===== config.mk =====
export PLATFORM = sky130hd
export DESIGN_NAME = power_reset_supervisor
export DESIGN_NICKNAME = d
export VERILOG_FILES = /design/src/core/power_reset_supervisor.v
export VERILOG_INCLUDE_DIRS = /design/src /design/src/inc
export SDC_FILE = /design/constraint.sdc
export NUM_CORES = 1
export LEC_CHECK = 0
export BUFFER_PORTS_ARGS = -buffer_cell sky130_fd_sc_hd__buf_2
export CORE_MARGIN = 2
export CORE_UTILIZATION = 55
export CTS_CLUSTER_DIAMETER = 30
export DETAILED_ROUTE_END_ITERATION = 8
export HOLD_SLACK_MARGIN = 0.05
export PLACE_DENSITY = 0.85
export RECOVER_POWER = 100
export SKIP_LAST_GASP = 1
export SYNTH_ARGS = -nofsm -noshare
export SYNTH_HDL_FRONTEND = slang
export SYNTH_SLANG_ARGS = --single-unit

===== constraint.sdc =====
create_clock -name i_clk -period 4.16 [get_ports i_clk]
set_input_delay 0.832 -clock i_clk [delete_from_list [all_inputs] [get_ports i_clk]]
set_output_delay 0.832 -clock i_clk [all_outputs]
set_load 0.02 [all_outputs]

===== src/inc/power_reset_supervisor_regs.vh =====
`ifndef POWER_RESET_SUPERVISOR_REGS_VH
`define POWER_RESET_SUPERVISOR_REGS_VH
// ==========================================
// Register offsets (byte addresses)
`define PRS_CTRL_ADDR 4'h0
`define PRS_STAT_ADDR 4'h4
`define PRS_IRQ_ADDR 4'h8
`define PRS_MASK_ADDR 4'hC
// ==========================================
// Control fields
`define PRS_CTRL_DET_EN 0
`define PRS_CTRL_EDGE_LO 1
`define PRS_CTRL_EDGE_HI 2
`define PRS_CTRL_MODE_LO 3
`define PRS_CTRL_MODE_HI 4
`define PRS_CTRL_STOP 5
`define PRS_CTRL_STBY 6
`define PRS_CTRL_RST 7'h00
// ==========================================
// Interrupt status fields
`define PRS_IRQ_FALL 0
`define PRS_IRQ_RISE 1
`define PRS_IRQ_RST 2'h0
`define PRS_MASK_RST 2'h0
// ==========================================
// Regulator modes
`define PRS_REG_MAIN 2'h0
`define PRS_REG_LOWPWR 2'h1
`define PRS_REG_PWRDN 2'h2
`define PRS_REG_OFF 2'h3
// ==========================================
// Brownout option codes
`define PRS_BROWN_LVL1 2'h0
`define PRS_BROWN_LVL2 2'h1
`define PRS_BROWN_LVL3 2'h2
`define PRS_BROWN_OFF 2'h3
// ==========================================
// Boot sources
`define PRS_BOOT_FLASH 2'h0
`define PRS_BOOT_SYSMEM 2'h1
`define PRS_BOOT_SRAM 2'h2
// ==========================================
// Timing
`define PRS_OPT_LOAD_NS 800
`define PRS_CLK_NS 100
`define PRS_OPT_LOAD_CYC ((`PRS_OPT_LOAD_NS + `PRS_CLK_NS - 1) / `PRS_CLK_NS)
`endif


===== src/core/power_reset_supervisor.v =====
// Behaviour
// [RQ1] Internal supervisor is active only while supervisor-enable pin is high.
// [RQ2] Supervisor-enable low ignores internal power-on/down detection; external reset only.
// [RQ3] External supervisor holds reset while main supply stays below threshold.
// [RQ4] Power-on reset held at power-up; option loading starts after threshold crossing.
// [RQ5] Loaded option selects one of three brownout thresholds or disables brownout.
// [RQ6] Reset held while supply below power-on/down or selected brownout threshold.
// [RQ7] Detector interrupt on falling crossing, rising crossing, or both.
// [RQ8] Supply-level detector stays off after reset until software enables it.
// [RQ9] Regulator enabled while bypass pin low; always enabled without that pin.
// [RQ10] Software selects main, low-power on Stop, or power-down on Standby.
// [RQ11] Power-down only on Standby entry; core contents treated as reset on wake.
// [RQ12] Bypass pin high disables regulator; core supply external and unmonitored.
// [RQ13] In regulator-off mode the core-domain reset pin is the core power-on reset.
// [RQ14] In regulator-off mode the core-domain reset pin is never general I/O.
// [RQ15] Core-domain reset pin low blocks debug under reset.
// [RQ16] Boot pins sampled at startup choose flash, system memory or SRAM.
// [RQ17] System reset is OR of all reset requests, released after option loading.
// [RQ18] Boot pin values latched at reset release and held until next reset.
`include "power_reset_supervisor_regs.vh"
module power_reset_supervisor #(
	parameter HAS_BYPASS_PIN = 1
)(
	input wire i_clk,
	input wire i_rstn,
	input wire i_supervisor_enable_pin,
	input wire i_por_ok,
	input wire i_brown_lvl1_ok,
	input wire i_brown_lvl2_ok,
	input wire i_brown_lvl3_ok,
	input wire i_detector_above,
	input wire i_external_reset_pin_n,
	input wire i_regulator_bypass_pin,
	input wire i_core_domain_reset_pin_n,
	input wire [1:0] i_boot_pins,
	input wire [1:0] i_opt_brownout,
	input wire i_sleep_req,
	input wire i_wake,
	input wire [3:0] i_awaddr,
	input wire i_awvalid,
	output reg o_awready,
	input wire [31:0] i_wdata,
	input wire [3:0] i_wstrb,
	input wire i_wvalid,
	output reg o_wready,
	output reg [1:0] o_bresp,
	output reg o_bvalid,
	input wire i_bready,
	input wire [3:0] i_araddr,
	input wire i_arvalid,
	output reg o_arready,
	output reg [31:0] o_rdata,
	output reg [1:0] o_rresp,
	output reg o_rvalid,
	input wire i_rready,
	output reg o_sys_reset,
	output reg o_core_reset,
	output reg o_opt_loading,
	output reg [1:0] o_brown_sel,
	output reg [1:0] o_boot_src,
	output reg o_regulator_on,
	output reg [1:0] o_reg_mode,
	output reg o_core_lost,
	output reg o_debug_allowed,
	output reg o_core_pin_gpio_ok,
	output reg o_irq
);
	// ==========================================
	// Input synchronisers, one generate loop over all pins
	localparam NSYNC = 12;
	wire [NSYNC-1:0] raw_in;
	reg [NSYNC-1:0] meta_q;
	reg [NSYNC-1:0] sync_q;
	assign raw_in = {i_boot_pins, i_core_domain_reset_pin_n, i_regulator_bypass_pin,
		i_external_reset_pin_n, i_detector_above, i_brown_lvl3_ok, i_brown_lvl2_ok,
		i_brown_lvl1_ok, i_por_ok, i_supervisor_enable_pin, i_wake};
	genvar gi;
	generate
		for (gi = 0; gi < NSYNC; gi = gi + 1)
		begin : g_sync
			always @(posedge i_clk or negedge i_rstn)
			begin
				if (!i_rstn)
				begin
					meta_q[gi] <= 1'b0;
					sync_q[gi] <= 1'b0;
				end
				else
				begin
					meta_q[gi] <= raw_in[gi];
					sync_q[gi] <= meta_q[gi];
				end
			end
		end
	endgenerate
	wire wake_s = sync_q[0];
	wire sup_en_s = sync_q[1];
	wire por_ok_s = sync_q[2];
	wire [2:0] brown_ok_s = sync_q[5:3];
	wire det_above_s = sync_q[6];
	wire ext_rst_n_s = sync_q[7];
	wire bypass_s = sync_q[8];
	wire core_pin_n_s = sync_q[9];
	wire [1:0] boot_s = sync_q[11:10];

	// ==========================================
	// Register file state
	reg [6:0] ctrl_q;
	reg [1:0] irq_q;
	reg [1:0] mask_q;
	reg det_prev_q;
	reg aw_hold_q;
	reg w_hold_q;
	reg [3:0] awaddr_q;
	reg [31:0] wdata_q;
	reg [3:0] wstrb_q;

	// ==========================================
	// Reset sources
	wire bypass_act = (HAS_BYPASS_PIN != 0) && bypass_s; // [RQ9] [RQ12]
	wire por_req = sup_en_s && !por_ok_s; // [RQ1] [RQ2] [RQ4] [RQ6]
	reg [1:0] brown_opt_q;
	reg brown_req;
	always @*
	begin
		case (brown_opt_q) // [RQ5] [RQ6]
			`PRS_BROWN_LVL1: brown_req = !brown_ok_s[0];
			`PRS_BROWN_LVL2: brown_req = !brown_ok_s[1];
			`PRS_BROWN_LVL3: brown_req = !brown_ok_s[2];
			default: brown_req = 1'b0;
		endcase
	end
	// Brownout only counts once options are loaded and the internal supervisor runs
	wire brown_act = sup_en_s && !o_opt_loading && brown_req;
	// External pin is the only source when supervision is off [RQ2] [RQ3]
	wire ext_req = !ext_rst_n_s;

	// ==========================================
	// Startup sequencer
	localparam ST_POR = 2'h0;
	localparam ST_LOAD = 2'h1;
	localparam ST_RUN = 2'h2;
	localparam CW = 8;
	localparam integer LOAD_CYC_I = `PRS_OPT_LOAD_CYC;
	// Cut to the counter width; CW must cover the load time
	localparam [CW-1:0] LOAD_CYC = LOAD_CYC_I[CW-1:0];
	reg [1:0] st_q;
	reg [CW-1:0] cnt_q;
	always @(posedge i_clk or negedge i_rstn)
	begin
		if (!i_rstn)
		begin
			st_q <= ST_POR;
			cnt_q <= {CW{1'b0}};
			o_opt_loading <= 1'b0;
			o_sys_reset <= 1'b1;
			brown_opt_q <= `PRS_BROWN_LVL1;
			o_brown_sel <= `PRS_BROWN_LVL1;
			o_boot_src <= `PRS_BOOT_FLASH;
		end
		else
		begin
			case (st_q)
				ST_POR:
				begin
					o_sys_reset <= 1'b1;
					cnt_q <= {CW{1'b0}};
					if (!por_req)
					begin
						st_q <= ST_LOAD; // [RQ4]
						o_opt_loading <= 1'b1;
					end
				end
				ST_LOAD:
				begin
					o_sys_reset <= 1'b1;
					if (por_req)
					begin
						st_q <= ST_POR;
						o_opt_loading <= 1'b0;
					end
					else if (cnt_q == LOAD_CYC - 8'h01)
					begin
						brown_opt_q <= i_opt_brownout; // [RQ5]
						o_brown_sel <= i_opt_brownout;
						o_opt_loading <= 1'b0;
						st_q <= ST_RUN;
					end
					else
					begin
						cnt_q <= cnt_q + 8'h01;
					end
				end
				ST_RUN:
				begin
					// Combined reset, released only after loading [RQ17]
					o_sys_reset <= por_req || brown_act || ext_req;
					if (o_sys_reset && !(por_req || brown_act || ext_req))
					begin
						// Boot pins frozen at the release edge [RQ16] [RQ18]
						o_boot_src <= (boot_s == 2'h3) ? `PRS_BOOT_SRAM : boot_s;
					end
					if (por_req)
					begin
						st_q <= ST_POR;
						o_sys_reset <= 1'b1;
					end
				end
				default:
					st_q <= ST_POR;
			endcase
		end
	end

	// ==========================================
	// Regulator and core domain
	always @(posedge i_clk or negedge i_rstn)
	begin
		if (!i_rstn)
		begin
			o_regulator_on <= 1'b1;
			o_reg_mode <= `PRS_REG_MAIN;
			o_core_lost <= 1'b0;
			o_core_reset <= 1'b1;
			o_debug_allowed <= 1'b0;
			o_core_pin_gpio_ok <= 1'b0;
		end
		else
		begin
			o_regulator_on <= !bypass_act; // [RQ9] [RQ12]
			o_core_pin_gpio_ok <= !bypass_act; // [RQ14]
			// Core pin resets the core only in regulator-off mode [RQ13]
			// Power-down holds the core too, so wake-up starts from reset [RQ11]
			o_core_reset <= o_sys_reset || (bypass_act && !core_pin_n_s) ||
				(o_reg_mode == `PRS_REG_PWRDN);
			o_debug_allowed <= !(bypass_act && !core_pin_n_s); // [RQ15]
			if (bypass_act)
			begin
				o_reg_mode <= `PRS_REG_OFF;
			end
			else if (o_reg_mode == `PRS_REG_OFF)
			begin
				o_reg_mode <= `PRS_REG_MAIN;
			end
			else if (o_reg_mode == `PRS_REG_MAIN && i_sleep_req)
			begin
				// Power-down is reachable only through Standby [RQ10] [RQ11]
				if (ctrl_q[`PRS_CTRL_STBY])
				begin
					o_reg_mode <= `PRS_REG_PWRDN;
					o_core_lost <= 1'b1; // [RQ11]
				end
				else if (ctrl_q[`PRS_CTRL_STOP])
				begin
					o_reg_mode <= `PRS_REG_LOWPWR; // [RQ10]
				end
			end
			else if (o_reg_mode != `PRS_REG_MAIN && wake_s)
			begin
				o_reg_mode <= `PRS_REG_MAIN;
			end
			// Wake from power-down clears on the next system reset
			if (o_sys_reset && o_reg_mode != `PRS_REG_PWRDN)
			begin
				o_core_lost <= 1'b0;
			end
		end
	end

	// ==========================================
	// Supply-level detector events
	wire det_en = ctrl_q[`PRS_CTRL_DET_EN]; // [RQ8]
	wire ev_fall = det_en && det_prev_q && !det_above_s && ctrl_q[`PRS_CTRL_EDGE_LO];
	wire ev_rise = det_en && !det_prev_q && det_above_s && ctrl_q[`PRS_CTRL_EDGE_HI];
	wire [1:0] ev = {ev_rise, ev_fall}; // [RQ7]

	// ==========================================
	// AXI4-Lite slave
	// Ready stays up until a hand-over, so a valid raised early is never stranded
	wire aw_take = i_awvalid && o_awready;
	wire w_take = i_wvalid && o_wready;
	wire ar_take = i_arvalid && o_arready;
	wire [3:0] wa = aw_hold_q ? awaddr_q : i_awaddr;
	wire [31:0] wd = w_hold_q ? wdata_q : i_wdata;
	wire [3:0] ws = w_hold_q ? wstrb_q : i_wstrb;
	wire do_wr = aw_hold_q && w_hold_q && !o_bvalid;
	wire [1:0] clr = (do_wr && wa == `PRS_IRQ_ADDR && ws[0]) ? wd[1:0] : 2'h0;
	always @(posedge i_clk or negedge i_rstn)
	begin
		if (!i_rstn)
		begin
			ctrl_q <= `PRS_CTRL_RST;
			irq_q <= `PRS_IRQ_RST;
			mask_q <= `PRS_MASK_RST;
			det_prev_q <= 1'b0;
			aw_hold_q <= 1'b0;
			w_hold_q <= 1'b0;
			awaddr_q <= 4'h0;
			wdata_q <= 32'h00000000;
			wstrb_q <= 4'h0;
			o_awready <= 1'b0;
			o_wready <= 1'b0;
			o_bvalid <= 1'b0;
			o_bresp <= 2'h0;
			o_arready <= 1'b0;
			o_rvalid <= 1'b0;
			o_rdata <= 32'h00000000;
			o_rresp <= 2'h0;
			o_irq <= 1'b0;
		end
		else
		begin
			det_prev_q <= det_above_s;
			// Set wins over write-one-to-clear
			irq_q <= (irq_q & ~clr) | ev;
			o_irq <= |(((irq_q & ~clr) | ev) & mask_q);
			o_awready <= !aw_hold_q && !aw_take && !o_bvalid;
			o_wready <= !w_hold_q && !w_take && !o_bvalid;
			if (aw_take)
			begin
				aw_hold_q <= 1'b1;
				awaddr_q <= i_awaddr;
			end
			if (w_take)
			begin
				w_hold_q <= 1'b1;
				wdata_q <= i_wdata;
				wstrb_q <= i_wstrb;
			end
			if (o_bvalid && i_bready)
				o_bvalid <= 1'b0;
			if (do_wr)
			begin
				aw_hold_q <= 1'b0;
				w_hold_q <= 1'b0;
				o_awready <= 1'b0;
				o_wready <= 1'b0;
				o_bvalid <= 1'b1;
				o_bresp <= 2'h0;
				if (!ws[0])
					o_bresp <= 2'h0;
				else if (wa == `PRS_CTRL_ADDR)
					ctrl_q <= wd[6:0];
				else if (wa == `PRS_MASK_ADDR)
					mask_q <= wd[1:0];
				else if (wa != `PRS_IRQ_ADDR && wa != `PRS_STAT_ADDR)
					o_bresp <= 2'h2;
			end
			o_arready <= !o_rvalid && !ar_take;
			if (o_rvalid && i_rready)
				o_rvalid <= 1'b0;
			if (ar_take)
			begin
				o_arready <= 1'b0;
				o_rvalid <= 1'b1;
				o_rresp <= 2'h0;
				case (i_araddr)
					`PRS_CTRL_ADDR: o_rdata <= {25'h0, ctrl_q};
					`PRS_STAT_ADDR: o_rdata <= {20'h0, o_boot_src, o_brown_sel, o_reg_mode,
						o_core_lost, det_above_s, bypass_act, sup_en_s, o_opt_loading,
						o_sys_reset};
					`PRS_IRQ_ADDR: o_rdata <= {30'h0, irq_q};
					`PRS_MASK_ADDR: o_rdata <= {30'h0, mask_q};
					default:
					begin
						o_rdata <= 32'h00000000;
						o_rresp <= 2'h2;
					end
				endcase
			end
		end
	end
endmodule


==> impl_metrics.env, run 1 <==
export IMPL_wl_per_cell_microns=15.4
export IMPL_syn_inst=321
export IMPL_synthFlopType="dfrtp_1"
export IMPL_ys_ff_latch=93
export IMPL_critPathCaptureType="asynchronous set/reset pin"
export IMPL_design_area_sq_um=4300
export IMPL_ir_worst_vdd_mv=0.348
export IMPL_avgSynthCellArea_sq_um=12.0
export IMPL_vias_per_cell=5.55
export IMPL_synth_async_reset_ratio_pct=100
export IMPL_antenna_found_initial=0
export IMPL_clk_pin_slew_worst_paths_ps=80
export IMPL_pin_count=121
export IMPL_maxSlewViolCount=94
export IMPL_synth_distinct_cells=43
export IMPL_drt_iter0_drc=164
export IMPL_synth_top_cell_area_share_pct=58.7
export IMPL_wirelength_microns=7350
export IMPL_tightest_slew_ps=2210
export IMPL_placed_area_sq_um=4160
export IMPL_coreArea_sq_um=6760
export IMPL_cp_required_ps=4190
export IMPL_rsz0062_at_grt="no"
export IMPL_layout_setup_ws_ps=1750
export IMPL_grt_use_met2_pct=33.7
export IMPL_cts_tree="done"
export IMPL_max_stage_delay_ps=1520
export IMPL_numCtsBuffers=9
export IMPL_grt_first_pass_wirelength_microns=12200
export IMPL_seq_area_frac_synth_pct=60.8
export IMPL_timing_setup_tns_ps=0
export IMPL_fill_cells=535
export IMPL_post_cts_resized=0
export IMPL_top_usage_layer="met2"
export IMPL_violations="capacitance limit, slew limit"
export IMPL_dpl_cell_count=460
export IMPL_rows=30
export IMPL_gp_congestion=0.833
export IMPL_slew_headroom_pct=-47.2
export IMPL_vias=2644
export IMPL_nets=458
export IMPL_clock_latency_ps=370
export IMPL_maxCapViolations=1
export IMPL_dp_hpwl_microns=5160
export IMPL_worst_path_max_delay_cell="clkbuf_2"
export IMPL_syn_area_sq_um=3840
export IMPL_pre_cts_ws_ps=2060
export IMPL_die_area_sq_um=7660
export IMPL_synth_edf_count=0
export IMPL_htreeDepth=3
export IMPL_layout_min_cycle_time_ps=2410
export IMPL_worst_setup_path_type="in -> async"
export IMPL_hold_class="reg -> reg"
export IMPL_crit_path_start_kind="input port"
export IMPL_skew_ps=15.2
export IMPL_power_density_nw_per_um2=556
export IMPL_cts_setup_buffers=0
export IMPL_fin_crit_sh_pct=57.8
export IMPL_yosys_top_cells_area="dfrtp_1 (59%), mux2_2 (5.3%), buf_4 (4.3%)"
export IMPL_drive_gt1_share_pct=19.4
export IMPL_path_cells="clkbuf_2"
export IMPL_path_buf_inv=1
export IMPL_grt_use_total_pct=21.1
export IMPL_grt_pass1_vias=2636
export IMPL_grt_start_max_net_pins=94
export IMPL_drt_first_pass_iters=4
export IMPL_finalSetupViolations=0
export IMPL_status="finished with violations"
export IMPL_leakagePower_nw=2.00
export IMPL_yosysTopAreaCell="dfrtp_1"
export IMPL_cp_top_family="buffers and inverters"
export IMPL_clockBufferDepth=2
export IMPL_critical_path_max_fanout=93
export IMPL_initial_core_util_pct=56.8
export IMPL_grt_util_met1_pct=26.8
export IMPL_cts_hold_buf=0
export IMPL_fp_dieH_microns=87.5
export IMPL_fmax_mhz=416
export IMPL_finalHoldWorstSlack_ps=352
export IMPL_antennaDiodeCount=0
export IMPL_chipWidth_microns=87.5
export IMPL_io_buffers=70
export IMPL_cts_sinks=93
export IMPL_yosys_warnings=0
export IMPL_cts_root_buf="clkbuf_8"
export IMPL_hold_violations=0
export IMPL_gr_usage_met3_pct=6.07
export IMPL_drc=0
export IMPL_area_delta_synth_final_pct=12.2
export IMPL_cp_arrival_ps=2430
export IMPL_ant_nets=0
export IMPL_grt_ovfl_total=0
export IMPL_fin_cells=476
[placed cells by master (no fill, tap or decap), types with 2 or more instances in the layout]
| cell | instances |
|---|---|
| dfrtp_1 | 90 |
| nand2_1 | 34 |
| nor2_1 | 13 |
| nand2b_1 | 6 |
| or4_1 | 2 |
| clkbuf_8 | 9 |
| mux2_2 | 18 |
| clkbuf_1 | 35 |
| and3_1 | 3 |
| o22ai_1 | 2 |
| mux4_2 | 2 |
| inv_6 | 3 |
| nor4bb_1 | 2 |
| mux2i_1 | 14 |
| and4b_1 | 3 |
| a21boi_0 | 2 |
| nor3_1 | 8 |
| o31ai_1 | 5 |
| a21oi_1 | 9 |
| a22o_1 | 10 |
| a41o_1 | 2 |
| conb_1 | 22 |
| buf_2 | 35 |
| nor4_1 | 2 |
| dfstp_2 | 2 |
| o21ai_0 | 23 |
| nor2b_1 | 4 |
| nand3_1 | 5 |
| inv_1 | 12 |
[cells by family (layout without fill, tap and decap cells)]
kind of cell               after synthesis  after routing  synth area share (%)
AOI/OAI and AO/OA                       60             60                  10.5
adders and majority gates                1              1                 0.326
buffers and inverters                   44             98                  6.49
DFF                                     93             93                  60.8
muxes                                   34             34                  10.1
other                                    1             22                0.0978
and+or+nand+nor                         88             88                  11.7
[cell type report]
cell class                 count  area (sq um)  area share, %
tap                           80           100           2.33
inverter                      12          45.0           1.05
sequential                    93          2330           54.2
clock inverter                 6          68.8           1.60
multi-input combinational    205          1320           30.8
clock buffer                  10           128           2.97
timing repair buffer          70           308           7.15
[path summary, 6_finish.rpt]
kind | start | endpoint | slack [ps] | cells after the start
hold / removal | meta_q[10] | boot_s[0] | 350 | 0
setup reg to reg | cnt_q[5] | brown_opt_q[0] | 2090 | 4
min in group asynchronous | i_rstn | wstrb_q[0] | 1090 | 1
setup / recovery | i_rstn | cnt_q[6] | 1750 | 1
hold reg to reg | meta_q[10] | boot_s[0] | 350 | 0
max in group i_clk | o_sys_reset | o_sys_reset | 2070 | 1
[metal layers]
metal / wire [microns] / up-vias
met4: 174 / 0
met1: 2980 / 1281
met3: 564 / 17
met2: 3630 / 116
met5: 0 / -
li1: - / 1230
[per-stage QoR]
step                power, W  utilization (%)
floorplan            0.00164                -
global placement     0.00178             61.6
detailed placement   0.00182             61.6
CTS                  0.00242             64.5
global route         0.00254             63.7
finish               0.00239             63.7
[Yosys cell counts, types with 2 or more instances]
cell / instances
nor4_1: 2
and4b_1: 3
a21oi_1: 9
buf_4: 22
mux2i_1: 14
o21ai_0: 23
inv_1: 12
mux4_2: 2
dfrtp_1: 90
nand3_1: 5
mux2_2: 18
a22o_1: 10
a21boi_0: 2
dfstp_2: 3
clkbuf_1: 9
nor2b_1: 4
nor2_1: 13
nor3_1: 8
nand2_1: 34
a41o_1: 2
and3_1: 3
o22ai_1: 2
nor4bb_1: 2
o31ai_1: 5
nand2b_1: 6
[power breakdown]
group | switching (W) | total, W | leakage (nW) | internal, W
logic | 0.000297 | 0.000529 | 0.795 | 0.000232
clock network | 0.000317 | 0.000600 | 0.0977 | 0.000283
registers | 0.000174 | 0.00126 | 1.11 | 0.00109
total | 0.000788 | 0.00239 | 2.00 | 0.00160
[flip-flops by register name, indices dropped and copies added (netlist names), 2 cells and up]
signal,cells
brown_ok_s,3
irq_q,2
awaddr_q,4
cnt_q,8
ctrl_q,7
o_reg_mode,2
o_boot_src,2
boot_s,2
mask_q,2
wdata_q,7
brown_opt_q,2
st_q,2
meta_q,12
o_rdata,12
No activity file was read; power rests on OpenSTA's default activity.
==> inputs of run 2 (changes only) <==
--- a/config.mk
+++ b/config.mk
@@ -8,11 +8,11 @@
 export LEC_CHECK = 0
 export BUFFER_PORTS_ARGS = -buffer_cell sky130_fd_sc_hd__buf_2
 export CORE_MARGIN = 2
-export CORE_UTILIZATION = 55
+export CORE_UTILIZATION = 46
 export CTS_CLUSTER_DIAMETER = 30
 export DETAILED_ROUTE_END_ITERATION = 8
 export HOLD_SLACK_MARGIN = 0.05
-export PLACE_DENSITY = 0.85
+export PLACE_DENSITY = 0.76
 export RECOVER_POWER = 100
 export SKIP_LAST_GASP = 1
 export SYNTH_ARGS = -nofsm -noshare
==> constraint.sdc (replaced) <==
create_clock -name i_clk -period 1.96 [get_ports i_clk]
set_input_delay 0.392 -clock i_clk [delete_from_list [all_inputs] [get_ports i_clk]]
set_output_delay 0.392 -clock i_clk [all_outputs]
set_load 0.02 [all_outputs]
==> run 2 against run 1 <==
The flow now finishes without violations. Cell count rose by 7.4%. Sequential cell count did not move. Setup slack got worse by 1600 ps. Die area rose by 19%. Critical path depth rose by 3. Register-to-register slack got worse by 2000 ps. Non-clock buffer count rose by 10. Combinational power rose by 120%. Critical path type is now reg -> reg. Largest cell class unchanged.
==> impl_metrics.env, run 2 (synthesis results as in run 1) <==
export IMPL_p_total_w=0.00525
export IMPL_fin_crit_sh_pct=93.2
export IMPL_cts_setup_buffers=0
export IMPL_cts_tree="done"
export IMPL_clock_latency_ps=350
export IMPL_pin_count=121
export IMPL_drt_iter0_drc=144
export IMPL_switching_share_pct=31.8
export IMPL_fill_cells=699
export IMPL_timing_setup_tns_ps=0
export IMPL_htreeDepth=3
export IMPL_dp_hpwl_microns=5030
export IMPL_power_density_nw_per_um2=1180
export IMPL_chipWidth_microns=95.3
export IMPL_slew_headroom_pct=19.3
export IMPL_cts_sinks=93
export IMPL_grt_start_max_net_pins=94
export IMPL_clk_pin_slew_worst_paths_ps=100
export IMPL_p_clk_share_pct=27.1
export IMPL_status="finished clean"
export IMPL_ant_nets=0
export IMPL_multi_input_area_sq_um=1330
export IMPL_rows=33
export IMPL_ir_worst_vdd_mv=0.611
export IMPL_clockBufferDepth=2
export IMPL_layout_min_cycle_time_ps=1830
export IMPL_grt_use_total_pct=16.8
export IMPL_antennaDiodeCount=0
export IMPL_drc=0
export IMPL_cp_required_ps=2200
export IMPL_grt_first_pass_wirelength_microns=11700
export IMPL_maxCapViolations=0
export IMPL_layout_commonest_cell="dfrtp_1"
export IMPL_nets=468
export IMPL_cts_root_buf="clkbuf_8"
export IMPL_cts_hold_buf=0
export IMPL_drive_gt1_share_pct=21.7
export IMPL_cp_arrival_ps=2070
export IMPL_critPathCaptureType="flop"
export IMPL_leakagePower_nw=2.06
export IMPL_seqPwrFrac_pct=50.1
export IMPL_combPwrFrac_pct=22.7
export IMPL_finalHoldWorstSlack_ps=132
export IMPL_fmax_mhz=548
export IMPL_critical_path_max_fanout=3
export IMPL_path_buf_inv=0
export IMPL_initial_core_util_pct=47.2
export IMPL_wirelength_microns=6920
export IMPL_post_cts_resized=0
export IMPL_placed_area_sq_um=4280
export IMPL_drt_first_pass_iters=4
export IMPL_gp_congestion=0.851
export IMPL_io_buffers=70
export IMPL_cp_top_family="simple AND/OR/NAND/NOR gates"
export IMPL_antenna_found_initial=0
export IMPL_wl_per_cell_microns=13.5
export IMPL_seq_area_sq_um=2330
export IMPL_crit_path_start_kind="flop"
export IMPL_worst_path_max_delay_cell="or4_4"
export IMPL_grt_pass1_vias=2394
export IMPL_numCtsBuffers=9
export IMPL_max_stage_delay_ps=550
export IMPL_hold_class="in -> reg"
export IMPL_worst_setup_path_type="reg -> reg"
export IMPL_finalSetupViolations=0
export IMPL_p_sw_w=0.00167
export IMPL_skew_ps=9.92
export IMPL_largestRegisters="meta_q (12), o_rdata (12), cnt_q (8)"
export IMPL_area_delta_synth_final_pct=16.0
export IMPL_design_area_sq_um=4450
export IMPL_intPower_w=0.00358
export IMPL_die_area_sq_um=9090
export IMPL_maxSlewViolCount=0
export IMPL_fp_dieH_microns=95.3
export IMPL_coreArea_sq_um=8130
export IMPL_rsz0062_at_grt="no"
export IMPL_path_cells="or4_4 > nor3_1 > and3_1 > mux2_2"
export IMPL_layout_common_cells="dfrtp_1 (90), buf_2 (36), clkbuf_1 (35)"
export IMPL_grt_ovfl_total=0
export IMPL_tightest_slew_ps=1210
export IMPL_hold_violations=0
export IMPL_vias_per_cell=5.00
export IMPL_vias=2553
## run 2: per-layer routing
metal / wire, microns / track usage (%) / up-vias / part of all wire (%)
met5: 0 / 0 / - / 0
met4: 63 / 6.88 / 0 / 0.91
met3: 453 / 3.95 / 4 / 6.5
met2: 3100 / 24.8 / 82 / 45
met1: 3310 / 24.1 / 1219 / 48
li1: - / - / 1248 / -
## run 2: final cells by class
| class | count | share of cell area [%] |
|---|---|---|
| Sequential cell | 93 | 52.4 |
| Clock buffer | 9 | 2.78 |
| Inverter | 12 | 1.01 |
| Timing Repair Buffer | 80 | 8.52 |
| Tap cell | 105 | 2.95 |
| Clock inverter | 7 | 2.39 |
| Multi-Input combinational cell | 205 | 29.9 |
## run 2: path summary, 6_finish.rpt
check,slack [ps],start,cells after the start,end
max in group asynchronous,780,i_rstn,2,cnt_q[4]
max,130,cnt_q[5],4,brown_opt_q[0]
min,130,i_core_domain_reset_pin_n,1,meta_q[9]
min reg2reg,350,meta_q[2],0,por_ok_s
min in group asynchronous,400,i_rstn,2,o_awready
max reg2reg,130,cnt_q[5],4,brown_opt_q[0]
## run 2: power groups by stage
stage / Sequential, W / Combinational (W) / Clock (W)
3_5_place_dp: 0.00267 / 0.00124 / 0
6_report: 0.00263 / 0.00119 / 0.00143
4_1_cts: 0.00263 / 0.00125 / 0.00147
2_1_floorplan: 0.00270 / 0.000788 / 0
3_3_place_gp: 0.00264 / 0.00121 / 0
5_1_grt: 0.00270 / 0.00134 / 0.00156
## run 2: per-stage QoR
step | setup WS [ps] | utilization (%) | instances
floorplan | 134 | - | 342
detailed placement | 139 | 52.7 | 495
global route | 55.5 | 54.7 | 511
CTS | 135 | 55.5 | 511
finish | 134 | 54.7 | 511
global placement | 183 | 52.7 | 495
==> inputs of run 3 (changes only) <==
--- a/config.mk
+++ b/config.mk
@@ -7,12 +7,13 @@
 export NUM_CORES = 1
 export LEC_CHECK = 0
 export BUFFER_PORTS_ARGS = -buffer_cell sky130_fd_sc_hd__buf_2
+export CORE_ASPECT_RATIO = 0.9
 export CORE_MARGIN = 2
-export CORE_UTILIZATION = 46
+export CORE_UTILIZATION = 45
 export CTS_CLUSTER_DIAMETER = 30
 export DETAILED_ROUTE_END_ITERATION = 8
 export HOLD_SLACK_MARGIN = 0.05
-export PLACE_DENSITY = 0.76
+export PLACE_DENSITY = 0.75
 export RECOVER_POWER = 100
 export SKIP_LAST_GASP = 1
 export SYNTH_ARGS = -nofsm -noshare
==> run 3 against run 2 <==
Sequential share of layout area rose by 0.36 points. Via count up 5.4%. Clock power is 9.8% lower. Fmax up 0.96%. First-iteration DRC count increased by 14%. Sequential cell count unchanged. Largest power group unchanged. Highest routed layer unchanged.
==> impl_metrics.env, run 3 (synthesis results as in run 1) <==
export IMPL_cts_sinks=93
export IMPL_design_area_sq_um=4420
export IMPL_maxCapViolations=0
export IMPL_ir_worst_vdd_mv=0.460
export IMPL_drc=0
export IMPL_grt_start_max_net_pins=39
export IMPL_critPathCaptureType="flop"
export IMPL_numCtsBuffers=9
export IMPL_pre_cts_ws_ps=155
export IMPL_ant_nets=0
export IMPL_clock_latency_ps=360
export IMPL_layout_common_cells="dfrtp_1 (90), clkbuf_1 (37), buf_2 (36)"
export IMPL_drt_first_pass_iters=4
export IMPL_r2r_end="cnt_q[2]"
export IMPL_htreeDepth=3
export IMPL_fp_dieH_microns=91.6
export IMPL_cts_root_buf="clkbuf_8"
export IMPL_p_total_w=0.00511
export IMPL_slew_headroom_pct=48.0
export IMPL_vias_per_cell=5.31
export IMPL_io_buffers=70
export IMPL_grt_use_total_pct=17.6
export IMPL_fmax_mhz=553
export IMPL_power_density_nw_per_um2=1160
export IMPL_dp_hpwl_microns=5550
export IMPL_drt_iter0_drc=164
export IMPL_tightest_slew_ps=779
export IMPL_clk_pin_slew_worst_paths_ps=90
export IMPL_cts_tree="done"
export IMPL_antennaDiodeCount=0
export IMPL_chipWidth_microns=101
export IMPL_cp_arrival_ps=2070
export IMPL_area_delta_synth_final_pct=15.2
export IMPL_placed_area_sq_um=4280
export IMPL_gp_congestion=0.842
export IMPL_finalHoldWorstSlack_ps=129
export IMPL_rsz0062_at_grt="no"
export IMPL_timing_setup_tns_ps=0
export IMPL_combPwrFrac_pct=22.8
export IMPL_fin_crit_sh_pct=92.3
export IMPL_seqPwrFrac_pct=51.9
export IMPL_r2r_cells=4
export IMPL_pin_count=121
export IMPL_nets=470
export IMPL_initial_core_util_pct=47.1
export IMPL_vias=2691
export IMPL_largestRegisters="meta_q (12), o_rdata (12), cnt_q (8)"
export IMPL_cp_required_ps=2220
export IMPL_crit_start="cnt_q[5]"
export IMPL_crit_path_start_kind="flop"
export IMPL_leakagePower_nw=2.06
export IMPL_coreArea_sq_um=8150
export IMPL_grt_pass1_vias=2627
export IMPL_clockBufferDepth=2
export IMPL_ff2ff_setup_slack_ps=150
export IMPL_p_sw_w=0.00168
export IMPL_wl_per_cell_microns=15.0
export IMPL_layout_min_cycle_time_ps=1810
export IMPL_switching_share_pct=32.8
export IMPL_rows=31
export IMPL_worst_setup_path_type="reg -> reg"
export IMPL_crit_end="cnt_q[2]"
export IMPL_skew_ps=10.5
export IMPL_status="finished clean"
export IMPL_critical_path_max_fanout=7
export IMPL_grt_first_pass_wirelength_microns=12600
export IMPL_layout_setup_ws_ps=151
export IMPL_wirelength_microns=7610
export IMPL_intPower_w=0.00343
export IMPL_hold_violations=0
export IMPL_hold_class="in -> reg"
export IMPL_p_clk_share_pct=25.3
export IMPL_layout_commonest_cell="dfrtp_1"
export IMPL_antenna_found_initial=0
export IMPL_finalSetupViolations=0
export IMPL_maxSlewViolCount=0
export IMPL_grt_ovfl_total=0
export IMPL_die_area_sq_um=9280
export IMPL_drive_gt1_share_pct=20.8
export IMPL_timing_rr_start="cnt_q[5]"
[run 3: repair_timing]
action                                  in CTS  in global routing
endpoints found under the setup margin       0                  2
buffers inserted                             0                  0
endpoints found under the hold margin       25                  0
hold buffers                                 1                  0
resized for setup                            0                  1
[run 3: worst max-delay path: stages (launching register included)]
cell and delay (ps):
dfrtp_1 390, or4_4 560, o31a_1 350, and3_1 200, a211o_1 220
[run 3: metrics by stage]
step                std cells  utilization (%)
global route              507             54.3
global placement          490             52.6
CTS                       507             55.1
floorplan                 342                -
detailed placement        490             52.6
finish                    507             54.3
[run 3: routing by layer]
layer	vias to the layer above	global-route usage, %	wire (microns)
li1	1253	-	-
met3	9	4.62	410
met4	0	5.74	74
met1	1346	23.9	3460
met5	-	0	0
met2	83	27.4	3670
[run 3: how the worst min path moves through the flow]
stage                     cells after the start                    start  slack (ps)          to
after global placement                        1                   i_rstn         330  wdata_q[5]
after detailed placement                      0               meta_q[10]         330   boot_s[0]
after floorplan                               0                   i_rstn         100   aw_hold_q
final                                         1           i_boot_pins[0]         130  meta_q[10]
after CTS                                     1  i_supervisor_enable_pin         120   meta_q[1]
after global routing                          1                   i_wake         110   meta_q[0]
[run 3: area by class of cell]
cell class	count	area, sq um
clock buffer	10	128
sequential	93	2330
fill	724	3730
inverter	12	45.0
tap	99	124
clock inverter	6	70.1
timing repair buffer	82	390
multi-input combinational	205	1330
[run 3: power groups by stage]
stage / Sequential [W] / Combinational (W) / Clock (W)
after floorplan: 0.00270 / 0.000788 / 0
after global placement: 0.00265 / 0.00117 / 0
after detailed placement: 0.00268 / 0.00122 / 0
after CTS: 0.00264 / 0.00122 / 0.00131
after global routing: 0.00271 / 0.00130 / 0.00140
final: 0.00265 / 0.00116 / 0.00129
